$ cat src/pnd_pkg.sv
// Constants, register map and field layout of the next-data staging block
// Behaviour
// - Two 8-bit read/write next-pattern registers
// - Selected trigger copies group next bits out
// - Same triggers: high byte at one address
// - Different triggers: nibbles at separate addresses
// - Split view: unused nibble reads one, ignored
// - 8-bit read/write trigger-select register
// - Group 3 field picks timer channel 0-3
// - Group 2 field picks timer channel 0-3
// - Only enabled bits copy on trigger
// - Non-overlap: match A copies enabled bits
// - Non-overlap: match B copies only zeros
package pnd_pkg;
  // ****************************************
  // Widths
  // ****************************************
  localparam int DATA_W = 8;
  localparam int NIB_W = 4;
  localparam int ADDR_W = 12;
  localparam int IDX_W = 4;
  localparam int CHAN_N = 4;
  localparam int BUF_W = IDX_W + DATA_W;
  localparam int BUF_DEPTH = 2;

  // ****************************************
  // Register byte offsets
  // ****************************************
  localparam logic [11:0] OFS_SEL = 12'h000;
  localparam logic [11:0] OFS_HI_JOINT = 12'h004;
  localparam logic [11:0] OFS_HI_UPPER = 12'h008;
  localparam logic [11:0] OFS_HI_LOWER = 12'h00C;
  localparam logic [11:0] OFS_LO_JOINT = 12'h010;
  localparam logic [11:0] OFS_BIT_EN = 12'h014;
  localparam logic [11:0] OFS_MODE = 12'h018;
  localparam logic [11:0] OFS_PIN = 12'h01C;

  // ****************************************
  // Internal register index codes carried through the write buffer
  // ****************************************
  localparam logic [3:0] IDX_SEL = 4'h0;
  localparam logic [3:0] IDX_HI_JOINT = 4'h1;
  localparam logic [3:0] IDX_HI_UPPER = 4'h2;
  localparam logic [3:0] IDX_HI_LOWER = 4'h3;
  localparam logic [3:0] IDX_LO_JOINT = 4'h4;
  localparam logic [3:0] IDX_BIT_EN = 4'h5;
  localparam logic [3:0] IDX_MODE = 4'h6;
  localparam logic [3:0] IDX_PIN = 4'h7;

  // ****************************************
  // Field positions
  // ****************************************
  localparam int G3_SEL_POS = 6;
  localparam int G2_SEL_POS = 4;
  localparam int G3_NOV_POS = 3;
  localparam int G2_NOV_POS = 2;
  localparam int NIB_HI_POS = 4;

  // ****************************************
  // Values after reset
  // ****************************************
  localparam logic [7:0] SEL_RST = 8'hFF;
  localparam logic [7:0] MODE_RST = 8'hF0;
  localparam logic [7:0] NEXT_RST = 8'h00;
  localparam logic [7:0] EN_RST = 8'h00;
  localparam logic [7:0] PIN_RST = 8'h00;
  localparam logic [3:0] NIB_ONES = 4'hF;
endpackage : pnd_pkg

$ cat src/pnd_buf2.sv
// Small flop-based FIFO that holds queued register writes
`timescale 1ns/100ps
module pnd_buf2 #(
  parameter int WIDTH = 12,
  parameter int DEPTH = 2
) (
  input wire logic clk_in,
  input wire logic nrst_in,
  input wire logic in_valid_in,
  output logic in_ready_out,
  input wire logic [WIDTH-1:0] in_data_in,
  output logic out_valid_out,
  input wire logic out_ready_in,
  output logic [WIDTH-1:0] out_data_out
);
  import pnd_pkg::*;

  localparam int PTR_W = (DEPTH > 1) ? $clog2(DEPTH) : 1;
  // Count is one bit wider than the pointers so that full and empty differ
  localparam logic [PTR_W:0] CNT_FULL = (PTR_W+1)'(DEPTH);
  localparam logic [PTR_W-1:0] PTR_LAST = PTR_W'(DEPTH - 1);

  logic [WIDTH-1:0] mem_reg [DEPTH];
  logic [PTR_W-1:0] wr_ptr_reg;
  logic [PTR_W-1:0] rd_ptr_reg;
  logic [PTR_W:0] count_reg;
  logic push;
  logic pop;

  assign in_ready_out = (count_reg != CNT_FULL);
  assign out_valid_out = (count_reg != '0);
  assign out_data_out = mem_reg[rd_ptr_reg];
  assign push = in_valid_in && in_ready_out;
  assign pop = out_valid_out && out_ready_in;

  always_ff @(posedge clk_in or negedge nrst_in) begin
    if (!nrst_in) begin
      for (int i = 0; i < DEPTH; i++) begin
        mem_reg[i] <= '0;
      end
    end else if (push) begin
      mem_reg[wr_ptr_reg] <= in_data_in;
    end
  end

  always_ff @(posedge clk_in or negedge nrst_in) begin
    if (!nrst_in) begin
      wr_ptr_reg <= '0;
      rd_ptr_reg <= '0;
    end else begin
      if (push) begin
        wr_ptr_reg <= (wr_ptr_reg == PTR_LAST) ? '0 : wr_ptr_reg + 1'b1;
      end
      if (pop) begin
        rd_ptr_reg <= (rd_ptr_reg == PTR_LAST) ? '0 : rd_ptr_reg + 1'b1;
      end
    end
  end

  always_ff @(posedge clk_in or negedge nrst_in) begin
    if (!nrst_in) begin
      count_reg <= '0;
    end else if (push && !pop) begin
      count_reg <= count_reg + 1'b1;
    end else if (pop && !push) begin
      count_reg <= count_reg - 1'b1;
    end
  end
endmodule : pnd_buf2

$ cat src/pnd_grp_xfer.sv
// Trigger decode and transfer mask for one four-bit output group
`timescale 1ns/100ps
module pnd_grp_xfer (
  input wire logic [1:0] sel_in,
  input wire logic nov_in,
  input wire logic [pnd_pkg::CHAN_N-1:0] cm_a_in,
  input wire logic [pnd_pkg::CHAN_N-1:0] cm_b_in,
  input wire logic [pnd_pkg::NIB_W-1:0] next_in,
  input wire logic [pnd_pkg::NIB_W-1:0] en_in,
  output logic event_out,
  output logic [pnd_pkg::NIB_W-1:0] mask_out
);
  import pnd_pkg::*;

  logic hit_a;
  logic hit_b;

  assign hit_a = cm_a_in[sel_in];
  assign hit_b = cm_b_in[sel_in] && nov_in;
  assign event_out = hit_a || hit_b;

  always_comb begin
    if (hit_a) begin
      mask_out = en_in;
    end else if (hit_b) begin
      mask_out = en_in & ~next_in;
    end else begin
      mask_out = '0;
    end
  end
endmodule : pnd_grp_xfer

$ cat src/pnd_next_data.sv
// Next-pattern staging, trigger selection and APB register slave
//
// Register access over APB and the placing of the registers were chosen for this implementation.
`timescale 1ns/100ps
module pnd_next_data (
  input wire logic clk_in,
  input wire logic nrst_in,
  input wire logic psel_in,
  input wire logic penable_in,
  input wire logic pwrite_in,
  input wire logic [pnd_pkg::ADDR_W-1:0] paddr_in,
  input wire logic [31:0] pwdata_in,
  input wire logic [3:0] pstrb_in,
  output logic [31:0] prdata_out,
  output logic pready_out,
  output logic pslverr_out,
  input wire logic [pnd_pkg::CHAN_N-1:0] cm_a_in,
  input wire logic [pnd_pkg::CHAN_N-1:0] cm_b_in,
  output logic [pnd_pkg::DATA_W-1:0] pin_pattern_high_out
);
  import pnd_pkg::*;

  typedef enum logic [1:0] {AP_IDLE, AP_ACCESS, AP_RESP} pnd_apb_state_t;

  // ****************************************
  // Address decode
  // ****************************************
  // Returns {legal, view_dependent, index}; the high views follow the trigger pairing
  function automatic logic [IDX_W+1:0] pnd_decode(input logic [ADDR_W-1:0] addr,
                                                  input logic same);
    logic [IDX_W+1:0] res;
    res = {2'b00, IDX_SEL};
    unique case (addr)
      OFS_SEL: res = {2'b10, IDX_SEL};
      OFS_HI_JOINT: res = {same, 1'b1, IDX_HI_JOINT};
      OFS_HI_UPPER: res = {!same, 1'b1, IDX_HI_UPPER};
      OFS_HI_LOWER: res = {!same, 1'b1, IDX_HI_LOWER};
      OFS_LO_JOINT: res = {2'b10, IDX_LO_JOINT};
      OFS_BIT_EN: res = {2'b10, IDX_BIT_EN};
      OFS_MODE: res = {2'b10, IDX_MODE};
      OFS_PIN: res = {2'b10, IDX_PIN};
      default: res = {2'b00, IDX_SEL};
    endcase
    return res;
  endfunction : pnd_decode

  // ****************************************
  // Registers
  // ****************************************
  logic [7:0] sel_reg;
  logic [7:0] mode_reg;
  logic [7:0] next_hi_reg;
  logic [7:0] next_lo_reg;
  logic [7:0] en_reg;
  logic [7:0] pin_reg;
  pnd_apb_state_t ap_state_reg;
  logic pready_reg;
  logic pslverr_reg;
  logic [31:0] prdata_reg;
  logic push_reg;

  logic same_trig;
  logic [IDX_W+1:0] dec;
  logic dec_ok;
  logic dec_view;
  logic can_done;
  logic [7:0] rd_val;
  logic buf_in_ready;
  logic buf_out_valid;
  logic buf_empty;
  logic [BUF_W-1:0] buf_out_data;
  logic [IDX_W-1:0] wr_idx;
  logic [7:0] wr_dat;
  logic drain_ok;
  logic drain;
  logic ev3;
  logic ev2;
  logic [3:0] mask3;
  logic [3:0] mask2;
  logic [7:0] xfer_mask;

  assign same_trig = (sel_reg[G3_SEL_POS +: 2] == sel_reg[G2_SEL_POS +: 2]);
  assign dec = pnd_decode(paddr_in, same_trig);
  assign dec_ok = dec[IDX_W+1];
  assign dec_view = dec[IDX_W];

  assign prdata_out = prdata_reg;
  assign pready_out = pready_reg;
  assign pslverr_out = pslverr_reg;
  assign pin_pattern_high_out = pin_reg;

  // ****************************************
  // Group trigger decode
  // ****************************************
  pnd_grp_xfer u_grp3 (
    .sel_in(sel_reg[G3_SEL_POS +: 2]),
    .nov_in(mode_reg[G3_NOV_POS]),
    .cm_a_in(cm_a_in),
    .cm_b_in(cm_b_in),
    .next_in(next_hi_reg[NIB_HI_POS +: NIB_W]),
    .en_in(en_reg[NIB_HI_POS +: NIB_W]),
    .event_out(ev3),
    .mask_out(mask3)
  );

  pnd_grp_xfer u_grp2 (
    .sel_in(sel_reg[G2_SEL_POS +: 2]),
    .nov_in(mode_reg[G2_NOV_POS]),
    .cm_a_in(cm_a_in),
    .cm_b_in(cm_b_in),
    .next_in(next_hi_reg[NIB_W-1:0]),
    .en_in(en_reg[NIB_W-1:0]),
    .event_out(ev2),
    .mask_out(mask2)
  );

  assign xfer_mask = {mask3, mask2};

  // ****************************************
  // Write buffer
  // ****************************************
  // Queued writes drain only in cycles without a group event, so a transfer
  // never sees a half-updated pattern; the cost is a stall of one cycle per event
  assign drain_ok = !(ev3 || ev2);
  assign drain = buf_out_valid && drain_ok;
  assign buf_empty = !buf_out_valid;
  assign wr_idx = buf_out_data[BUF_W-1 -: IDX_W];
  assign wr_dat = buf_out_data[DATA_W-1:0];

  pnd_buf2 #(
    .WIDTH(BUF_W),
    .DEPTH(BUF_DEPTH)
  ) u_wbuf (
    .clk_in(clk_in),
    .nrst_in(nrst_in),
    .in_valid_in(push_reg),
    .in_ready_out(buf_in_ready),
    .in_data_in({dec[IDX_W-1:0], pwdata_in[DATA_W-1:0]}),
    .out_valid_out(buf_out_valid),
    .out_ready_in(drain_ok),
    .out_data_out(buf_out_data)
  );

  // ****************************************
  // APB slave
  // ****************************************
  // Legal reads and mapping-dependent writes wait for the queue to empty, so they
  // see the trigger pairing that all earlier writes left behind
  always_comb begin
    if (!dec_ok) begin
      can_done = 1'b1;
    end else if (!pwrite_in || dec_view) begin
      can_done = buf_empty;
    end else begin
      can_done = buf_in_ready;
    end
  end

  always_comb begin
    unique case (dec[IDX_W-1:0])
      IDX_SEL: rd_val = sel_reg;
      IDX_HI_JOINT: rd_val = next_hi_reg;
      IDX_HI_UPPER: rd_val = {next_hi_reg[NIB_HI_POS +: NIB_W], NIB_ONES};
      IDX_HI_LOWER: rd_val = {NIB_ONES, next_hi_reg[NIB_W-1:0]};
      IDX_LO_JOINT: rd_val = next_lo_reg;
      IDX_BIT_EN: rd_val = en_reg;
      IDX_MODE: rd_val = mode_reg;
      IDX_PIN: rd_val = pin_reg;
      default: rd_val = 8'h00;
    endcase
  end

  always_ff @(posedge clk_in or negedge nrst_in) begin
    if (!nrst_in) begin
      ap_state_reg <= AP_IDLE;
      pready_reg <= 1'b0;
      pslverr_reg <= 1'b0;
      prdata_reg <= 32'h00000000;
      push_reg <= 1'b0;
    end else begin
      unique case (ap_state_reg)
        AP_IDLE: begin
          if (psel_in) begin
            ap_state_reg <= AP_ACCESS;
          end
        end
        AP_ACCESS: begin
          if (psel_in && penable_in && can_done) begin
            ap_state_reg <= AP_RESP;
            pready_reg <= 1'b1;
            pslverr_reg <= !dec_ok;
            prdata_reg <= (pwrite_in || !dec_ok) ? 32'h00000000 : {24'h000000, rd_val};
            push_reg <= pwrite_in && dec_ok && pstrb_in[0];
          end
        end
        AP_RESP: begin
          ap_state_reg <= AP_IDLE;
          pready_reg <= 1'b0;
          pslverr_reg <= 1'b0;
          push_reg <= 1'b0;
        end
      endcase
    end
  end

  // ****************************************
  // Register updates from the queue
  // ****************************************
  always_ff @(posedge clk_in or negedge nrst_in) begin
    if (!nrst_in) begin
      sel_reg <= SEL_RST;
    end else if (drain && wr_idx == IDX_SEL) begin
      sel_reg <= wr_dat;
    end
  end

  always_ff @(posedge clk_in or negedge nrst_in) begin
    if (!nrst_in) begin
      next_hi_reg <= NEXT_RST;
    end else if (drain) begin
      unique case (wr_idx)
        IDX_HI_JOINT: next_hi_reg <= wr_dat;
        IDX_HI_UPPER: next_hi_reg[NIB_HI_POS +: NIB_W] <= wr_dat[NIB_HI_POS +: NIB_W];
        IDX_HI_LOWER: next_hi_reg[NIB_W-1:0] <= wr_dat[NIB_W-1:0];
        default: next_hi_reg <= next_hi_reg;
      endcase
    end
  end

  always_ff @(posedge clk_in or negedge nrst_in) begin
    if (!nrst_in) begin
      next_lo_reg <= NEXT_RST;
    end else if (drain && wr_idx == IDX_LO_JOINT) begin
      next_lo_reg <= wr_dat;
    end
  end

  always_ff @(posedge clk_in or negedge nrst_in) begin
    if (!nrst_in) begin
      en_reg <= EN_RST;
      mode_reg <= MODE_RST;
    end else if (drain) begin
      if (wr_idx == IDX_BIT_EN) begin
        en_reg <= wr_dat;
      end
      if (wr_idx == IDX_MODE) begin
        mode_reg <= wr_dat;
      end
    end
  end

  // Software may only set the initial level of bits that are not under pulse control
  always_ff @(posedge clk_in or negedge nrst_in) begin
    if (!nrst_in) begin
      pin_reg <= PIN_RST;
    end else if (ev3 || ev2) begin
      pin_reg <= (pin_reg & ~xfer_mask) | (next_hi_reg & xfer_mask);
    end else if (drain && wr_idx == IDX_PIN) begin
      pin_reg <= (pin_reg & en_reg) | (wr_dat & ~en_reg);
    end
  end

  logic hi_a;
  logic hi_b;
  logic lo_a;
  logic done;
  logic cpu_pin;
  assign hi_a = cm_a_in[sel_reg[G3_SEL_POS +: 2]];
  assign hi_b = cm_b_in[sel_reg[G3_SEL_POS +: 2]];
  assign lo_a = cm_a_in[sel_reg[G2_SEL_POS +: 2]];
  assign done = psel_in && penable_in && pready_reg;
  assign cpu_pin = drain && wr_idx == IDX_PIN;
endmodule : pnd_next_data

$ cat config.mk
export PLATFORM = sky130hd
export DESIGN_NAME = pnd_next_data
export DESIGN_NICKNAME = d
export VERILOG_FILES = /design/src/pnd_pkg.sv /design/src/pnd_buf2.sv /design/src/pnd_grp_xfer.sv /design/src/pnd_next_data.sv
export SDC_FILE = /design/constraint.sdc
export NUM_CORES = 1
export LEC_CHECK = 0
export BUFFER_PORTS_ARGS = -buffer_cell sky130_fd_sc_hd__buf_2
export CORE_UTILIZATION = 39
export CTS_CLUSTER_DIAMETER = 60
export DETAILED_ROUTE_END_ITERATION = 10
export PLACE_DENSITY = 0.72
export REMOVE_ABC_BUFFERS = 1
export SLEW_MARGIN = 5
export SYNTH_ARGS = -nofsm -noshare
export SYNTH_HDL_FRONTEND = slang
export SYNTH_SLANG_ARGS = --single-unit
$ cat constraint.sdc
create_clock -name clk_in -period 3.4 [get_ports clk_in]
set_input_delay 0.51 -clock clk_in [delete_from_list [all_inputs] [get_ports clk_in]]
set_output_delay 0.51 -clock clk_in [all_outputs]
set_load 0.01 [all_outputs]
==> results.cfg, run 1 <==
[status]
run_status = complete, no violations

[timing]
setup_total_negative_slack_ps = 0
achievable-frequency_mhz = 330
final-max-slew-violation-count = 0
postLayoutSetupSlackWorst_ps = 368
setup_violations = 0
finalHoldViolations = 0
setup_repair_after_global_routing_missed_its_margin = no
timing.clock.skew_ps = 8.12
final.period_utilization = 0.892
timing.slew.headroom = 0.276
worstMarginPinSlew_ps = 1090
timing.final.crit_period_ps = 3030

[route]
final_antenna_net_count = 0
drt-wirelength-per-cell_microns = 17.2
routed_via_density = 5.60
drtIter0Drc = 175
firstDrtPassIters = 4
remaining_drc_errors = 0
drt_wl_total_microns = 10800
num_vias = 3524

[cells_and_area]
multiInputGateArea_sq_um = 2300
diodes = 0
largest_register_ffs = 22
area.sequential_sq_um = 2190
filler_cell_count = 1066
fin_util = 0.461
layout-drive-gt1-share = 0.327
num-nets-final = 547
layout.cells.most_common = sky130_fd_sc_hd__dfrtp_1
commonest_cells_after_routing_fill_and_taps_aside = sky130_fd_sc_hd__dfrtp_1 (75), sky130_fd_sc_hd__mux2_2 (51), sky130_fd_sc_hd__buf_2 (50), sky130_fd_sc_hd__nand2_1 (46), sky130_fd_sc_hd__conb_1 (24)
flow.area_growth_from_synthesis_pct = 13.2

[job]
number_of_max_cap_violations = 0

[yosys]
synth_cells = 431
synth_cell_types = 51
ys_top_cells_by_area = sky130_fd_sc_hd__dfrtp_1 (39%), sky130_fd_sc_hd__mux2_2 (12%), sky130_fd_sc_hd__dfstp_2 (6.6%)
synthDominantCellAreaShare = 0.395
synth_area_per_cell_sq_um = 11.0
netlist_area_sq_um = 4760
synth-edff-count = 0
synthDominantAreaCellType = sky130_fd_sc_hd__dfrtp_1
synth_ff_type = sky130_fd_sc_hd__dfrtp_1
sequential_to_total_area_share_from_yosys_stat = 0.461
synth-seq-cells = 87
postSynth.asyncResetShare = 1.00
synth_warnings = 0

[critical_path]
crit_end = u_wbuf.count_reg[1]$_DFFE_PN0P_
worstReg2RegStart = sel_reg[4]$_DFFE_PN1P_
crit_chain = mux4_2, a221oi_2, and2_1, o21ai_0, ha_1, xor2_1, nor2_1, xnor2_1
critPathKind = reg2reg
setup.worst_path.start = sel_reg[4]$_DFFE_PN1P_
timing.reg2reg.worst_path_depth = 8
r2r-end = u_wbuf.count_reg[1]$_DFFE_PN0P_
ff2ff_setup_slack_ps = 370
critical_path_required_ps = 3660
critical_path.endpoint_type = flip-flop
worstPathMaxFanout = 8
cp_slowest_cell = sky130_fd_sc_hd__dfstp_2
cp_slowest_stage_delay_ps = 620
worstSetupStartpointType = flip-flop
cp_data_arrival_time_ps = 3290

[clock_tree]
clk-insertion-delay-late_ps = 340
number_of_post_cts_setup_repair_buffers = 0
ctsResizeCount = 0
cts.sink_count = 87
ctsHoldBuffers = 0
cts.root.buffer_cell = sky130_fd_sc_hd__clkbuf_16
ctsLongestPathBuffers = 2
htreeDepth = 3
clk_pin_slew_ps = 60
clock_tree_from_tritoncts = yes
cts_buffers = 9

[power_and_ir_drop]
total_design_power_mw = 3.15
leakagePower_nw = 2.51
irDropWorstVdd_mv = 0.218
cellPowerDensity_nw_per_um2 = 586

[die]
chipWidth_microns = 112
floorplan.rows = 39
core_region_area_sq_um = 11700
dieHeight_microns = 112
start_util = 0.408
dieArea_sq_um = 12600
top_level_ports = 103

[placement]
buffer_ports.inserted = 51
placement.setup.worst_slack_ps = 388
hpwlAfterDp_microns = 7710
gpl.final_weighted_congestion = 0.841

[global_route]
groute.usage.overall = 0.183
antenna_violations_before_repair = 0
grt_pass1_vias = 3454
wire_length_of_the_first_global_routing_pass_microns = 17900
grt_max_degree = 88
globalRoute.totalOverflow = 0

[worst_hold_path]
min_path_type = in2async
cell families after synthesis:
family                   synth area share
buffers and inverters              0.0734
AND/OR/NAND/NOR                    0.0923
AO/OA/AOI/OAI                       0.145
other                            0.000789
flip-flops                          0.461
XOR/XNOR                           0.0129
adder cells (fa/ha/maj)            0.0132
multiplexers                        0.202
per-layer routing:
metal	GRT usage	up-vias	wire [microns]	part of all wire
li1	-	1638	-	-
met1	0.246	1730	4810	0.44
met4	0.0631	0	157	0.015
met5	0	-	0	0
met3	0.0356	16	727	0.067
met2	0.296	140	5120	0.47
worst max-delay path, delay by kind of cell (launching register included):
kind / cells / cell delay [ps]
AOI/OAI and AO/OA: 2 / 670
DFF: 1 / 620
muxes: 1 / 610
and+or+nand+nor: 2 / 520
xor gates and xnor gates: 2 / 270
adders and majority gates: 1 / 260
area by class of cell:
| cell class | count | area share |
|---|---|---|
| Clock inverter | 4 | 0.0130 |
| Sequential cell | 87 | 0.407 |
| Tap cell | 143 | 0.0332 |
| Multi-Input combinational cell | 305 | 0.428 |
| Timing Repair Buffer | 60 | 0.0605 |
| Inverter | 18 | 0.0126 |
| Clock buffer | 12 | 0.0458 |
where the power goes:
part / internal (mW) / switching [mW] / leakage (nW)
logic: 0.336 / 0.436 / 1.31
registers: 1.17 / 0.152 / 1.04
clock network: 0.662 / 0.394 / 0.157
cell usage after synthesis (3+ instances only):
cell type	instances
sky130_fd_sc_hd__and2_1	3
sky130_fd_sc_hd__a31oi_1	8
sky130_fd_sc_hd__buf_6	3
sky130_fd_sc_hd__ha_1	5
sky130_fd_sc_hd__nand4_1	3
sky130_fd_sc_hd__o21ai_0	15
sky130_fd_sc_hd__nor2_1	12
sky130_fd_sc_hd__or4_1	3
sky130_fd_sc_hd__o221ai_1	12
sky130_fd_sc_hd__xor2_1	3
sky130_fd_sc_hd__xnor2_1	4
sky130_fd_sc_hd__dfstp_2	12
sky130_fd_sc_hd__buf_2	3
sky130_fd_sc_hd__a311oi_1	5
sky130_fd_sc_hd__inv_1	18
sky130_fd_sc_hd__a211oi_1	4
sky130_fd_sc_hd__o31ai_1	3
sky130_fd_sc_hd__nor2b_1	3
sky130_fd_sc_hd__nand3_1	5
sky130_fd_sc_hd__nand2_1	46
sky130_fd_sc_hd__mux2_4	16
sky130_fd_sc_hd__clkbuf_1	13
sky130_fd_sc_hd__dfrtp_1	75
sky130_fd_sc_hd__mux2_2	51
sky130_fd_sc_hd__a21oi_1	23
sky130_fd_sc_hd__nor3_1	5
sky130_fd_sc_hd__a22o_1	8
sky130_fd_sc_hd__and3_1	3
sky130_fd_sc_hd__mux2i_1	10
sky130_fd_sc_hd__buf_4	24
sky130_fd_sc_hd__o2bb2ai_1	7
how the worst min path moves through the flow:
stage,to,slack (ps),from
2_1_floorplan,async pin,210,nrst_in
3_3_place_gp,u_wbuf.mem_reg[17]$_DFFE_PN0P_,450,u_wbuf.mem_reg[17]$_DFFE_PN0P_
3_5_place_dp,u_wbuf.mem_reg[17]$_DFFE_PN0P_,460,u_wbuf.mem_reg[17]$_DFFE_PN0P_
4_1_cts,u_wbuf.mem_reg[18]$_DFFE_PN0P_,380,pwdata_in[6]
5_1_grt,u_wbuf.mem_reg[18]$_DFFE_PN0P_,380,pwdata_in[6]
6_report,mode_reg[0]$_DFFE_PN0P_,350,nrst_in
stage by stage:
| step | cells | area (sq um) | hold slack, ps |
|---|---|---|---|
| finish | 629 | 5380 | 348 |
| global route | 629 | 5380 | 377 |
| CTS | 629 | 5380 | 376 |
| detailed placement | 613 | 5060 | 459 |
| global placement | 613 | 5060 | 454 |
| floorplan | 410 | 4560 | 214 |
(Power assumes the default switching activity.)
==> inputs of run 2 (changes only) <==
--- a/config.mk
+++ b/config.mk
@@ -6,6 +6,7 @@
 export NUM_CORES = 1
 export LEC_CHECK = 0
 export BUFFER_PORTS_ARGS = -buffer_cell sky130_fd_sc_hd__buf_2
+export CORE_ASPECT_RATIO = 1.1
 export CORE_UTILIZATION = 39
 export CTS_CLUSTER_DIAMETER = 60
 export DETAILED_ROUTE_END_ITERATION = 10
==> run 2 against run 1 <==
Net effect:
- non-clock buffer count down 3
- final cell count up 0.64%
- clock-buffer cell count up 1
- combinational power about the same
- critical path depth down 3
- register-to-register slack worse by 160 ps
- global-route usage about the same
- critical endpoint is now mode_reg[1]$_DFFE_PN0P_
==> results.cfg, run 2 (same netlist as run 1, synthesis figures left out) <==
[critical_path]
worstSetupStartpointType = flip-flop
critPathKind = reg2reg
setup.worst_path.start = sel_reg[4]$_DFFE_PN1P_
cp_slowest_stage_delay_ps = 880
critical_path.endpoint_type = flip-flop
cp_data_arrival_time_ps = 3410
critical_path_required_ps = 3620
crit_chain = mux4_2, a221oi_2, nand2_2, or4_1, mux2_4
cp_slowest_cell = sky130_fd_sc_hd__or4_1
worstReg2RegStart = sel_reg[4]$_DFFE_PN1P_
worstPathMaxFanout = 8

[clock_tree]
htreeDepth = 3
ctsLongestPathBuffers = 2
clock_tree_from_tritoncts = yes
ctsResizeCount = 0
ctsHoldBuffers = 0
clk-insertion-delay-late_ps = 340
number_of_post_cts_setup_repair_buffers = 0
clk_pin_slew_ps = 60
cts.root.buffer_cell = sky130_fd_sc_hd__clkbuf_16
cts.sink_count = 87
cts_buffers = 9

[timing]
timing.clock.skew_ps = 11.1
timing.final.crit_period_ps = 3200
finalHoldViolations = 0
final.period_utilization = 0.940
achievable-frequency_mhz = 313
postLayoutSetupSlackWorst_ps = 204
timing.slew.headroom = 0.261
final-max-slew-violation-count = 0
setup_total_negative_slack_ps = 0
setup_repair_after_global_routing_missed_its_margin = no
setup_violations = 0
worstMarginPinSlew_ps = 1100

[cells_and_area]
commonest_cells_after_routing_fill_and_taps_aside = sky130_fd_sc_hd__dfrtp_1 (75), sky130_fd_sc_hd__mux2_2 (51), sky130_fd_sc_hd__buf_2 (50), sky130_fd_sc_hd__nand2_1 (46), sky130_fd_sc_hd__conb_1 (24)
largest_register_ffs = 22
layout-drive-gt1-share = 0.321
flow.area_growth_from_synthesis_pct = 12.9
filler_cell_count = 1077
layout.cells.most_common = sky130_fd_sc_hd__dfrtp_1
final_design_area_no_fill_sq_um = 5370
diodes = 0
num-nets-final = 544
fin_util = 0.459

[global_route]
globalRoute.totalOverflow = 0
wire_length_of_the_first_global_routing_pass_microns = 18000
grt_pass1_vias = 3452
grt_max_degree = 88
antenna_violations_before_repair = 0
groute.usage.overall = 0.182

[route]
drt-wirelength-per-cell_microns = 17.3
wl_met3_microns = 723
routed_via_density = 5.61
dr.max_layer_used = met4
route.met2.wl_microns = 5210
final_antenna_net_count = 0
remaining_drc_errors = 0
drt_wl_total_microns = 10900
num_vias = 3554
drtIter0Drc = 284
firstDrtPassIters = 5
wirelength_met1_microns = 4820

[die]
floorplan.rows = 41
dieArea_sq_um = 12600
start_util = 0.407
top_level_ports = 103
core_region_area_sq_um = 11700
dieHeight_microns = 118
chipWidth_microns = 107

[placement]
gpl.final_weighted_congestion = 0.817
hpwlAfterDp_microns = 7780
placement.setup.worst_slack_ps = 256
postPlaceCellArea_sq_um = 5050
buffer_ports.inserted = 51

[status]
run_status = complete, no violations

[job]
number_of_max_cap_violations = 0

[power_and_ir_drop]
cellPowerDensity_nw_per_um2 = 589
leakagePower_nw = 2.49
irDropWorstVdd_mv = 0.337
total_design_power_mw = 3.16

[worst_hold_path]
min_path_type = in2async
## run 2: cell count changes in the layout (fill, tap and decap cells not counted), sizes merged
cell      delta
buf          -3
clkinvlp     +1
clkbuf       +1
clkinv       -2
## run 2: final timing paths
| check | end | slack (ps) | cells after the start |
|---|---|---|---|
| min | prdata_out[1]$_DFFE_PN0P_ | 370 | 1 |
| min reg2reg | u_wbuf.mem_reg[13]$_DFFE_PN0P_ | 470 | 2 |
| max | mode_reg[1]$_DFFE_PN0P_ | 200 | 5 |
| max reg2reg | mode_reg[1]$_DFFE_PN0P_ | 200 | 5 |
| max in group asynchronous | async pin | 2340 | 1 |
| min in group clk_in | u_wbuf.mem_reg[12]$_DFFE_PN0P_ | 380 | 3 |
## run 2: report_power, final
part	total, mW	switching, mW	internal [mW]	leakage (nW)
combinational	0.774	0.440	0.334	1.30
clock	1.06	0.393	0.665	0.150
sequential	1.33	0.158	1.17	1.04
## run 2: critical path: cells and delay by family, from the launching register on
family / cells / cell delay [ps]
AO/OA/AOI/OAI: 1 / 340
AND/OR/NAND/NOR: 2 / 1070
multiplexers: 2 / 1040
flip-flops: 1 / 620
## run 2: layout make-up
| class | count | area (sq um) | share of cell area |
|---|---|---|---|
| Clock buffer | 13 | 250 | 0.0466 |
| Clock inverter | 3 | 67.6 | 0.0126 |
| Inverter | 18 | 67.6 | 0.0126 |
| Multi-Input combinational cell | 305 | 2300 | 0.429 |
| Sequential cell | 87 | 2190 | 0.408 |
| Tap cell | 150 | 188 | 0.0350 |
| Timing Repair Buffer | 57 | 303 | 0.0564 |
## run 2: per-stage QoR
| stage | cells | hold slack [ps] |
|---|---|---|
| after CTS | 633 | 365 |
| after floorplan | 410 | 214 |
| final | 633 | 369 |
| after detailed placement | 617 | 459 |
| after global routing | 633 | 377 |
| after global placement | 617 | 453 |
## run 2: routing by layer
| layer | GRT usage | vias up |
|---|---|---|
| li1 | - | 1624 |
| met1 | 0.243 | 1752 |
| met2 | 0.296 | 154 |
| met3 | 0.0399 | 24 |
| met4 | 0.0522 | 0 |
| met5 | 0 | - |
==> inputs of run 3 (changes only) <==
--- a/config.mk
+++ b/config.mk
@@ -10,7 +10,7 @@
 export CORE_UTILIZATION = 39
 export CTS_CLUSTER_DIAMETER = 60
 export DETAILED_ROUTE_END_ITERATION = 10
-export PLACE_DENSITY = 0.72
+export PLACE_DENSITY = 0.66
 export REMOVE_ABC_BUFFERS = 1
 export SLEW_MARGIN = 5
 export SYNTH_ARGS = -nofsm -noshare
==> run 3 against run 2 <==
Net effect:
- flip-flop and latch count stayed put
- hold slack worse by 30 ps
- critical path depth is the same
==> results.cfg, run 3 (same netlist as run 1, synthesis figures left out) <==
[critical_path]
worstSetupStartpointType = flip-flop
timing.reg2reg.worst_path_depth = 5
critPathKind = reg2reg
critical_path.endpoint_type = flip-flop
worstPathMaxFanout = 8
critical_path_required_ps = 3630
cp_data_arrival_time_ps = 3360
r2r-end = mode_reg[1]$_DFFE_PN0P_
worstReg2RegStart = sel_reg[6]$_DFFE_PN1P_
ff2ff_setup_slack_ps = 270

[clock_tree]
cts.sink_count = 87
clk-insertion-delay-late_ps = 340
cts_buffers = 9
ctsResizeCount = 0
clk_pin_slew_ps = 70
ctsLongestPathBuffers = 2
clock_tree_from_tritoncts = yes
cts.root.buffer_cell = sky130_fd_sc_hd__clkbuf_16
htreeDepth = 3
number_of_post_cts_setup_repair_buffers = 0
ctsHoldBuffers = 0

[cells_and_area]
commonest_cells_after_routing_fill_and_taps_aside = sky130_fd_sc_hd__dfrtp_1 (75), sky130_fd_sc_hd__mux2_2 (51), sky130_fd_sc_hd__buf_2 (50), sky130_fd_sc_hd__nand2_1 (46), sky130_fd_sc_hd__conb_1 (24)
largest_register_ffs = 22
filler_cell_count = 1096
diodes = 0
layout.cells.most_common = sky130_fd_sc_hd__dfrtp_1
num-nets-final = 544
multiInputGateArea_sq_um = 2300
flow.area_growth_from_synthesis_pct = 12.5
area.sequential_sq_um = 2190
layout-drive-gt1-share = 0.327

[timing]
achievable-frequency_mhz = 319
setup_repair_after_global_routing_missed_its_margin = no
final-max-slew-violation-count = 0
finalHoldViolations = 0
timing.final.crit_period_ps = 3130
setup_violations = 0
final.period_utilization = 0.922
timing.slew.headroom = 0.262
worstMarginPinSlew_ps = 1110
setup_total_negative_slack_ps = 0
timing.clock.skew_ps = 9.36

[job]
number_of_max_cap_violations = 0

[global_route]
globalRoute.totalOverflow = 0
grt_max_degree = 88
groute.usage.overall = 0.181
antenna_violations_before_repair = 0
wire_length_of_the_first_global_routing_pass_microns = 17500
grt_pass1_vias = 3440

[die]
dieHeight_microns = 118
floorplan.rows = 41
chipWidth_microns = 107
dieArea_sq_um = 12600
start_util = 0.407
core_region_area_sq_um = 11700
top_level_ports = 103

[route]
routed_via_density = 5.40
drt-wirelength-per-cell_microns = 16.9
num_vias = 3417
drt_wl_total_microns = 10700
remaining_drc_errors = 0
firstDrtPassIters = 5
drtIter0Drc = 222
final_antenna_net_count = 0

[placement]
gpl.final_weighted_congestion = 0.808
buffer_ports.inserted = 51
hpwlAfterDp_microns = 7620

[power_and_ir_drop]
leakagePower_nw = 2.49
irDropWorstVdd_mv = 0.242
total_design_power_mw = 3.08
cellPowerDensity_nw_per_um2 = 576

[worst_hold_path]
min_path_type = in2async

[status]
run_status = complete, no violations
-- run 3: cell types whose count changed in the layout (fill, tap and decap cells not counted) --
cell / previous run / this run
sky130_fd_sc_hd__clkinvlp_4: 1 / 2
sky130_fd_sc_hd__clkbuf_1: 3 / 0
sky130_fd_sc_hd__clkinv_2: 0 / 3
sky130_fd_sc_hd__bufinv_16: 2 / 1
-- run 3: worst max-delay path by stage --
stage | from | to | slack, ps | depth (start not counted)
6_report | sel_reg[6]$_DFFE_PN1P_ | mode_reg[1]$_DFFE_PN0P_ | 270 | 5
4_1_cts | sel_reg[6]$_DFFE_PN1P_ | mode_reg[3]$_DFFE_PN0P_ | 270 | 5
3_5_place_dp | sel_reg[6]$_DFFE_PN1P_ | mode_reg[3]$_DFFE_PN0P_ | 280 | 5
2_1_floorplan | sel_reg[4]$_DFFE_PN1P_ | mode_reg[0]$_DFFE_PN0P_ | 370 | 5
3_3_place_gp | sel_reg[6]$_DFFE_PN1P_ | mode_reg[1]$_DFFE_PN0P_ | 290 | 5
5_1_grt | sel_reg[6]$_DFFE_PN1P_ | next_lo_reg[4]$_DFFE_PN0P_ | 200 | 5
-- run 3: layout make-up --
cell class | instances | share of cell area
repair buffers | 57 | 0.0566
inverters | 18 | 0.0126
well taps | 150 | 0.0351
flip-flops and latches | 87 | 0.410
clock buffers | 10 | 0.0447
clock inverters | 6 | 0.0112
multi-input cells | 305 | 0.430
-- run 3: worst max-delay path, cell delays in order, from the launching register on --
cell	delay, ps
sky130_fd_sc_hd__dfstp_2	610
sky130_fd_sc_hd__mux4_2	620
sky130_fd_sc_hd__a221oi_2	320
sky130_fd_sc_hd__nand2_2	190
sky130_fd_sc_hd__or4_1	860
sky130_fd_sc_hd__mux2_4	400
-- run 3: layer usage --
metal  GRT usage  wire length [microns]
met2       0.289                   5020
met1       0.237                   5000
met4      0.0719                    140
met5           0                      0
met3      0.0410                    552
-- run 3: metrics by stage --
step	instances	cell area (sq um)	worst slack [ps]	hold slack (ps)	util
final	633	5350	266	339	0.457
after floorplan	410	4560	368	214	-
after detailed placement	617	5050	278	458	0.432
after global placement	617	5050	291	453	0.432
after CTS	633	5350	267	363	0.457
after global routing	633	5350	195	360	0.457
-- run 3: power by group --
part	switching [mW]	internal, mW
sequential	0.158	1.17
clock	0.409	0.585
combinational	0.426	0.334
